<file path="src/core/cem_pkg.sv">
// package for the channel enable and mode register pair
// assumes one 100 MHz clock and a byte-wide register port from the serial slave
package cem_pkg;
    // ----------------------------------------
    // register map
    // ----------------------------------------
    localparam logic [7:0] CEM_ADDR_STANDBY  = 8'h0D;
    localparam logic [7:0] CEM_ADDR_CHAN_EN  = 8'h0E;
    localparam logic [7:0] CEM_RST_STANDBY   = 8'h00;
    localparam logic [7:0] CEM_RST_CHAN_EN   = 8'hA1;
    // ----------------------------------------
    // field positions
    // ----------------------------------------
    localparam int CEM_BIT_CH10_STBY = 0;
    localparam int CEM_BIT_CH1_STBY  = 1;
    localparam int CEM_BIT_CH10_MODE = 0;
    localparam int CEM_BIT_CH8_ON    = 1;
    localparam int CEM_BIT_CH4_ON    = 5;
    localparam int CEM_BIT_LSW_ON    = 6;
    localparam int CEM_BIT_CH1_MODE  = 7;
    localparam int CEM_NUM_GATED     = 6;
    // ----------------------------------------
    // state
    // ----------------------------------------
    typedef struct packed {
        logic [7:0] standby_pfm_select;
        logic [7:0] channel_enable_mode;
        logic [7:0] rd_data;
        logic       en_q1;
        logic       en_q2;
        logic       en_prev;
        logic       strap_done;
        logic [CEM_NUM_GATED-1:0] run;
    } cem_state_t;
endpackage : cem_pkg

</file>
<file path="src/core/cem_regs.sv">
// two control registers: standby low-power selects, and channel enables with modes
// assumes a byte register port from the serial slave (one-cycle strobes), enable pin
// asynchronous, and per-channel delay-done levels from the sequencer outside
`timescale 1ns/1ps
`default_nettype none
module cem_regs
    import cem_pkg::*;
(
    input  wire logic                     clk_sys,
    input  wire logic                     rst,
    input  wire logic                     variant_alkaline,
    input  wire logic                     en_pin,
    input  wire logic                     reg_wr,
    input  wire logic                     reg_rd,
    input  wire logic [7:0]               reg_addr,
    input  wire logic [7:0]               reg_wdata,
    output logic      [7:0]               reg_rdata,
    input  wire logic [CEM_NUM_GATED-1:0] delay_done,
    output logic                          delay_start,
    output logic      [CEM_NUM_GATED-1:0] chan_run,
    output logic                          ch1_mode_select,
    output logic                          ch10_mode_select,
    output logic                          ch1_standby_low_power,
    output logic                          ch10_standby_low_power
);
    cem_state_t r;
    cem_state_t next_r;
    logic       en_rise;
    logic       en_low;

    assign en_rise = r.en_q2 & ~r.en_prev;
    assign en_low  = ~r.en_q2;

    // ----------------------------------------
    // next state
    // ----------------------------------------
    always_comb
    begin
        next_r         = r;
        next_r.en_q1   = en_pin;
        next_r.en_q2   = r.en_q1;
        next_r.en_prev = r.en_q2;
        // strap caught after reset release, never inside the reset branch
        if (!r.strap_done)
        begin
            next_r.strap_done = 1'b1;
            next_r.standby_pfm_select[CEM_BIT_CH1_STBY] = variant_alkaline;
        end
        if (reg_wr && reg_addr == CEM_ADDR_STANDBY)
        begin
            next_r.standby_pfm_select = reg_wdata;
        end
        else if (reg_wr && reg_addr == CEM_ADDR_CHAN_EN)
        begin
            next_r.channel_enable_mode = reg_wdata;
        end
        // pin low wins over a write in the same cycle
        if (en_low)
        begin
            next_r.channel_enable_mode = CEM_RST_CHAN_EN;
        end
        if (reg_rd && reg_addr == CEM_ADDR_STANDBY)
        begin
            next_r.rd_data = r.standby_pfm_select;
        end
        else if (reg_rd && reg_addr == CEM_ADDR_CHAN_EN)
        begin
            next_r.rd_data = r.channel_enable_mode;
        end
        else if (reg_rd)
        begin
            next_r.rd_data = 8'h00;
        end
        // a channel runs only with pin high, its bit set and its delay over
        if (en_low)
        begin
            next_r.run = '0;
        end
        else
        begin
            next_r.run = r.run | (r.channel_enable_mode[CEM_BIT_LSW_ON:CEM_BIT_CH8_ON] & delay_done);
            next_r.run = next_r.run & r.channel_enable_mode[CEM_BIT_LSW_ON:CEM_BIT_CH8_ON];
        end
    end

    // ----------------------------------------
    // registers
    // ----------------------------------------
    always_ff @(posedge clk_sys)
    begin
        if (rst)
        begin
            r                     <= '0;
            r.standby_pfm_select  <= CEM_RST_STANDBY;
            r.channel_enable_mode <= CEM_RST_CHAN_EN;
        end
        else
        begin
            r <= next_r;
        end
    end

    assign reg_rdata              = r.rd_data;
    assign delay_start            = en_rise;
    assign chan_run               = r.run;
    assign ch1_mode_select        = r.channel_enable_mode[CEM_BIT_CH1_MODE];
    assign ch10_mode_select       = r.channel_enable_mode[CEM_BIT_CH10_MODE];
    assign ch1_standby_low_power  = r.standby_pfm_select[CEM_BIT_CH1_STBY];
    assign ch10_standby_low_power = r.standby_pfm_select[CEM_BIT_CH10_STBY];

    // ----------------------------------------
    // checks
    // ----------------------------------------
    property p_pin_low_resets;
        @(posedge clk_sys) disable iff (rst)
        !r.en_q2 |=> r.channel_enable_mode == CEM_RST_CHAN_EN;
    endproperty
    a_pin_low_resets: assert property (p_pin_low_resets) else $error("enable byte not reset while pin low");

    property p_no_run_low;
        @(posedge clk_sys) disable iff (rst)
        !r.en_q2 |=> chan_run == '0;
    endproperty
    a_no_run_low: assert property (p_no_run_low) else $error("channel running while pin low");

    property p_run_needs_bit;
        @(posedge clk_sys) disable iff (rst)
        chan_run != '0 |-> (chan_run & ~$past(r.channel_enable_mode[CEM_BIT_LSW_ON:CEM_BIT_CH8_ON])) == '0;
    endproperty
    a_run_needs_bit: assert property (p_run_needs_bit) else $error("disabled channel running");

    property p_run_after_done;
        @(posedge clk_sys) disable iff (rst)
        (r.en_q2 && delay_done[0] && r.channel_enable_mode[CEM_BIT_CH8_ON]) |=> chan_run[0];
    endproperty
    a_run_after_done: assert property (p_run_after_done) else $error("channel 8 did not start");

    property p_stby_write;
        @(posedge clk_sys) disable iff (rst)
        (reg_wr && reg_addr == CEM_ADDR_STANDBY && r.strap_done) |=> ch1_standby_low_power == $past(reg_wdata[1])
            && ch10_standby_low_power == $past(reg_wdata[0]);
    endproperty
    a_stby_write: assert property (p_stby_write) else $error("standby write lost");

    property p_mode_write;
        @(posedge clk_sys) disable iff (rst)
        (reg_wr && reg_addr == CEM_ADDR_CHAN_EN && r.en_q2) |=> ch1_mode_select == $past(reg_wdata[7])
            && ch10_mode_select == $past(reg_wdata[0]);
    endproperty
    a_mode_write: assert property (p_mode_write) else $error("mode write lost");

    property p_strap;
        @(posedge clk_sys)
        $fell(rst) |=> ch1_standby_low_power == $past(variant_alkaline);
    endproperty
    a_strap: assert property (p_strap) else $error("variant default wrong");

    property p_read_back;
        @(posedge clk_sys) disable iff (rst)
        (reg_rd && reg_addr == CEM_ADDR_STANDBY) |=> reg_rdata == $past(r.standby_pfm_select);
    endproperty
    a_read_back: assert property (p_read_back) else $error("read data wrong");

    property p_read_back_en;
        @(posedge clk_sys) disable iff (rst)
        (reg_rd && reg_addr == CEM_ADDR_CHAN_EN) |=> reg_rdata == $past(r.channel_enable_mode);
    endproperty
    a_read_back_en: assert property (p_read_back_en) else $error("enable byte read wrong");

    // the pulse starts the outside delay timers, so it must follow the synced edge exactly
    property p_start_on_rise;
        @(posedge clk_sys) disable iff (rst)
        delay_start == $rose(r.en_q2);
    endproperty
    a_start_on_rise: assert property (p_start_on_rise) else $error("delay start pulse wrong");

    property p_lsw_start;
        @(posedge clk_sys) disable iff (rst)
        (r.en_q2 && delay_done[CEM_BIT_LSW_ON - CEM_BIT_CH8_ON] && r.channel_enable_mode[CEM_BIT_LSW_ON])
            |=> chan_run[CEM_BIT_LSW_ON - CEM_BIT_CH8_ON];
    endproperty
    a_lsw_start: assert property (p_lsw_start) else $error("load switch did not start");

    // the load switch channel must never beat its own delay timer
    property p_wait_for_delay;
        @(posedge clk_sys) disable iff (rst)
        (!delay_done[CEM_BIT_LSW_ON - CEM_BIT_CH8_ON] && !chan_run[CEM_BIT_LSW_ON - CEM_BIT_CH8_ON])
            |=> !chan_run[CEM_BIT_LSW_ON - CEM_BIT_CH8_ON];
    endproperty
    a_wait_for_delay: assert property (p_wait_for_delay) else $error("load switch started early");

    property p_run_holds;
        @(posedge clk_sys) disable iff (rst)
        (chan_run[0] && r.en_q2 && r.channel_enable_mode[CEM_BIT_CH8_ON]) |=> chan_run[0];
    endproperty
    a_run_holds: assert property (p_run_holds) else $error("running channel dropped");

    property p_bit_off_stops;
        @(posedge clk_sys) disable iff (rst)
        !r.channel_enable_mode[CEM_BIT_CH4_ON] |=> !chan_run[CEM_BIT_CH4_ON - CEM_BIT_CH8_ON];
    endproperty
    a_bit_off_stops: assert property (p_bit_off_stops) else $error("channel 4 runs while disabled");

    property p_write_refused_low;
        @(posedge clk_sys) disable iff (rst)
        (reg_wr && reg_addr == CEM_ADDR_CHAN_EN && !r.en_q2) |=> r.channel_enable_mode == CEM_RST_CHAN_EN;
    endproperty
    a_write_refused_low: assert property (p_write_refused_low) else $error("enable write taken while pin low");

    property p_standby_holds;
        @(posedge clk_sys) disable iff (rst)
        (r.strap_done && !(reg_wr && reg_addr == CEM_ADDR_STANDBY)) |=> $stable(r.standby_pfm_select);
    endproperty
    a_standby_holds: assert property (p_standby_holds) else $error("standby byte changed unasked");
endmodule : cem_regs
`default_nettype wire

</file>
<file path="config.mk">
export PLATFORM = sky130hd
export DESIGN_NAME = cem_regs
export DESIGN_NICKNAME = d
export VERILOG_FILES = /design/src/core/cem_pkg.sv /design/src/core/cem_regs.sv
export SDC_FILE = /design/constraint.sdc
export NUM_CORES = 1
export LEC_CHECK = 0
export BUFFER_PORTS_ARGS = -buffer_cell sky130_fd_sc_hd__buf_2
export CORE_UTILIZATION = 48
export CTS_CLUSTER_DIAMETER = 120
export DETAILED_ROUTE_END_ITERATION = 7
export PLACE_DENSITY = 0.75
export RECOVER_POWER = 25
export SLEW_MARGIN = 40
export SYNTH_ARGS = -nofsm -noshare
export SYNTH_HDL_FRONTEND = slang
export SYNTH_SLANG_ARGS = --single-unit
</file>
<file path="constraint.sdc">
create_clock -name clk_sys -period 3.05 [get_ports clk_sys]
set_input_delay 0.4575 -clock clk_sys [delete_from_list [all_inputs] [get_ports clk_sys]]
set_output_delay 0.4575 -clock clk_sys [all_outputs]
set_load 0.02 [all_outputs]
</file>
# Yosys cells after proc, flatten, opt, wreduce, memory -nomap -nowiden
# Cells that the tools add are included.
# word_totals
register_bits	34
input_bits	28
output_inout_bits	19
elab_cells	33
# classes
eq_ne	3
muxes	7
bitwise	7
reduce_logical	7
# op_table
cell	count
$mux W8	3
$eq A8 B4 Y1 const B	2
$and A6 B6 Y6	2
$mux W7	1
$mux W6	1
$or A6 B6 Y6	1
$logic_and A1 B1 Y1	4
$not A1 Y1	3
$reduce_bool A3 Y1	1
$mux W2	1
$ne A2 B1 Y1 const B	1
$reduce_and A2 Y1	1
$reduce_or A2 Y1	1
$and A1 B1 Y1	1
$mux W1	1

# Logic depth before layout (Yosys ltp)
# depth
ltp_word	5
mapped_depth	5
mapped_depth_nobuf	3

# Worst setup path before layout
# No wires, ideal clock.
# synth_path
path_kind	input-to-reg
start	input port reg_addr[7]
end	register r[20] in the netlist's numbering
arrival_ns	1.213
setup_slack_ns	1.705
cell_stages	5
cell_sequence	or2_1 > buf_6 > buf_8 > o31ai_1 > a21oi_1
# synth_between
elab_chain_len	4
# synth_lines
item	line	rtl
start: declaration	cem_regs.sv:15	input wire logic [7:0] reg_addr,
$eq A8 B4 Y1	cem_regs.sv:49	if (reg_wr && reg_addr == CEM_ADDR_STANDBY)
$logic_and A1 B1 Y1	cem_regs.sv:49	
$not A1 Y1 (no line)	--	
$reduce_and A2 Y1 (no line) (*)	--	
end signal: assignment	cem_regs.sv:99	r <= next_r;
end: declaration	cem_regs.sv:26	cem_state_t r;
# Every way passes the cells marked *; elsewhere a longest branch is shown, timed or not.
# A chain may end at the register's enable or synchronous reset.

# Final worst setup path
# layout_path
start	input port reg_addr[4]
end	register r (netlist bit ch1_mode_select)
# Same word-level chain as after synthesis.

==> impl_metrics.json <==
{
  "use_met2_pct": 33.9,
  "yosysTopAreaCell": "dfxtp_1",
  "min_from": "en_pin",
  "grtUsageTotal_pct": 21.8,
  "grt-ovfl-total": 0,
  "fin_area_sq_mm": 0.00171,
  "tns_ns": 0,
  "cts_buffer_depth": 2,
  "fillers": 290,
  "status": "finished clean",
  "clock_sinks": 34,
  "dp_slack_ns": 1.18,
  "yosys_register_bits": 34,
  "r2r_slack_ns": 2.02,
  "clkLatencyLatePin_ns": 0.34,
  "initial_core_util_pct": 51.3,
  "pin_count": 47,
  "rsz0062_at_grt": "false",
  "finalSetupViolations": 0,
  "core_sq_mm": 0.00308,
  "path_class": "in2reg",
  "wirelength_um": 3410,
  "drc": 0,
  "max_freq_ghz": 0.659,
  "seq_area_frac_synth_pct": 43.1,
  "root_buffer": "clkbuf_4",
  "cts_tree": "built",
  "hpwl_um": 2450,
  "start_kind": "input pin",
  "grt_use_met1_pct": 27.8,
  "period_share_pct": 49.8,
  "ant_nets": 0,
  "multiInputGateArea_sq_um": 657,
  "hold_viol_final": 0,
  "grt_pass1_wl_um": 5600,
  "synth.area.top_cells": "dfxtp_1 (43%), nand4_1 (11%), buf_4 (7.1%)",
  "register_area_sq_um": 681,
  "arrival_ns": 1.74,
  "grt_pass1_vias": 1250,
  "fp-row-count": 20,
  "path_buf_inv": 1,
  "numCtsBuffers": 5,
  "total_power_uw": 841,
  "drive_gt1_share_pct": 26.8,
  "path_cells": "buf_2 > nand4bb_1 > nor4_1 > o21ai_1",
  "cts_resized": 0,
  "antennaDiodeCount": 0,
  "dp_cells": 234,
  "h-tree-depth": 2,
  "area_growth_pct": 8.49,
  "synth_nets": 203,
  "synthCells": 175,
  "use_met3_pct": 5.02,
  "clk_pin_slew_worst_paths_ns": 0.10,
  "top_usage_layer": "met2",
  "finClkSkew_ns": 0.00258,
  "first_iter_violations": 65,
  "gp_congestion": 0.787,
  "fp.dieH_um": 59.3,
  "die-area_sq_mm": 0.00352,
  "finalMaxSlewViolations": 0,
  "crit_family": "simple AND/OR/NAND/NOR gates",
  "tightest_slew_ns": 0.675,
  "antenna_found_initial": 0,
  "grt_max_degree": 33,
  "crit_required_ns": 3.28,
  "ff2ff_path_depth": 3,
  "yosys_warnings": 0,
  "cpMaxStageDelayCell": "nand4bb_1",
  "setup_slack_ns": 1.53,
  "end_kind": "flop",
  "dpl_cell_area_sq_mm": 0.00164,
  "powerDensity_mw_per_mm2": 491,
  "synthesis.area_sq_mm": 0.00158,
  "path_max_fanout": 16,
  "max-cap-violations": 0,
  "ir_drop_mv": 0.262,
  "syn_avg_cell_area_sq_um": 9.02,
  "stdcell_count": 242,
  "reg2reg_from": "next_r[7]",
  "holdBufCountCts": 0,
  "io_buffers": 46,
  "via_per_inst": 5.80,
  "finalCriticalPeriod_ns": 1.52,
  "max_stage_delay_ns": 0.62,
  "holdPathStages": 2,
  "wire_per_inst_um": 14.1,
  "die_x_um": 59.3,
  "hold_class": "in2reg",
  "slew_headroom_pct": 54.8,
  "p_leak_uw": 0.000632,
  "post_cts_buffers": 0,
  "drt_pass1_iterations": 4,
  "layout.nets": 225,
  "synth.distinct_cells": 24,
  "routed-via-count": 1403,
  "worst_hold_path.endpoint": "next_r[8]",
  "r2r_end": "ch1_mode_select",
  "synth_top_area_share_pct": 43.1
}
-- area by class of cell --
cell class              instances  share of cell area (%)
clock buffers                   8                    4.61
inverters                       2                   0.439
multi-input cells             107                    38.4
flip-flops and latches         34                    39.8
well taps                      44                    3.22
repair buffers                 47                    13.6
-- metrics by stage --
| step | hold WS [ns] | util, % |
|---|---|---|
| 2_1_floorplan | 0.414 | - |
| 6_report | 0.323 | 55.6 |
| 4_1_cts | 0.319 | 55.8 |
| 3_5_place_dp | 0.433 | 53.2 |
| 3_3_place_gp | 0.419 | 53.2 |
| 5_1_grt | 0.346 | 55.6 |
-- cell usage in the layout (no fill, tap or decap), types with 3 or more instances in the layout --
cell,n
buf_2,42
nor2_1,7
clkbuf_4,5
nand4_1,29
o31ai_1,13
o21ai_0,14
dfxtp_1,34
a31oi_1,11
a21oi_1,13
nor2b_1,4
clkbuf_8,3
and3b_1,3
o21ai_1,3
clkbuf_1,4
nor4_1,3
-- cell families (layout without fill, tap and decap cells) --
logic type | count (synthesis) | in the layout | share of synthesized area, %
muxes | 1 | 1 | 0.714
DFF | 34 | 34 | 43.1
and+or+nand+nor | 52 | 52 | 20.9
buffers and inverters | 34 | 57 | 15.2
AOI/OAI and AO/OA | 54 | 54 | 20.1
-- cell usage after synthesis --
| library cell | number |
|---|---|
| dfxtp_1 | 34 |
| nand4_1 | 29 |
| buf_4 | 15 |
| o21ai_0 | 14 |
| a21oi_1 | 13 |
| o31ai_1 | 13 |
| a31oi_1 | 11 |
| nor2_1 | 7 |
| buf_2 | 5 |
| buf_6 | 5 |
| clkbuf_1 | 5 |
| nor2b_1 | 4 |
| and3b_1 | 3 |
| nor4_1 | 3 |
| o21ai_1 | 3 |
| inv_1 | 2 |
| nand3b_1 | 2 |
| and4bb_1 | 1 |
| buf_8 | 1 |
| clkbuf_2 | 1 |
| mux2_2 | 1 |
| nand2b_1 | 1 |
| nand4bb_1 | 1 |
| or2_1 | 1 |
-- worst reg2reg max path, stage by stage, from the launching register on --
cell      delay [ns]
dfxtp_1         0.32
nand2b_1        0.35
inv_1           0.18
o21ai_1         0.12
-- layer usage --
metal  part of all wire, %  wire [um]
met5                     0          0
met4                   2.3         78
met2                    46       1580
met1                    44       1480
met3                   7.8        266
-- how the worst max path moves through the flow --
stage	start	depth (start not counted)	to
4_1_cts	reg_addr[4]	4	ch1_mode_select
2_1_floorplan	reg_addr[7]	5	r[20]
6_report	reg_addr[4]	4	ch1_mode_select
5_1_grt	reg_addr[4]	4	ch10_mode_select
3_3_place_gp	reg_addr[4]	4	reg_rdata[1]
3_5_place_dp	reg_addr[4]	4	ch1_mode_select
-- sequential cells by signal (all words and copies together), names as in the netlist --
| register | flops |
|---|---|
| r | 14 |
| chan_run | 6 |
| ch10_mode_select | 1 |
| ch10_standby_low_power | 1 |
| ch1_standby_low_power | 1 |
| next_r | 2 |
| reg_rdata | 8 |
| ch1_mode_select | 1 |
-- report_power, final --
group          leakage [uW]  total (uW)  switching [uW]  internal (uW)
logic              0.000311        79.2            51.9           27.3
clock network     0.0000446         306             149            157
registers          0.000276         456            3.36            452
Note: power is estimated with default switching activity, not from simulation.
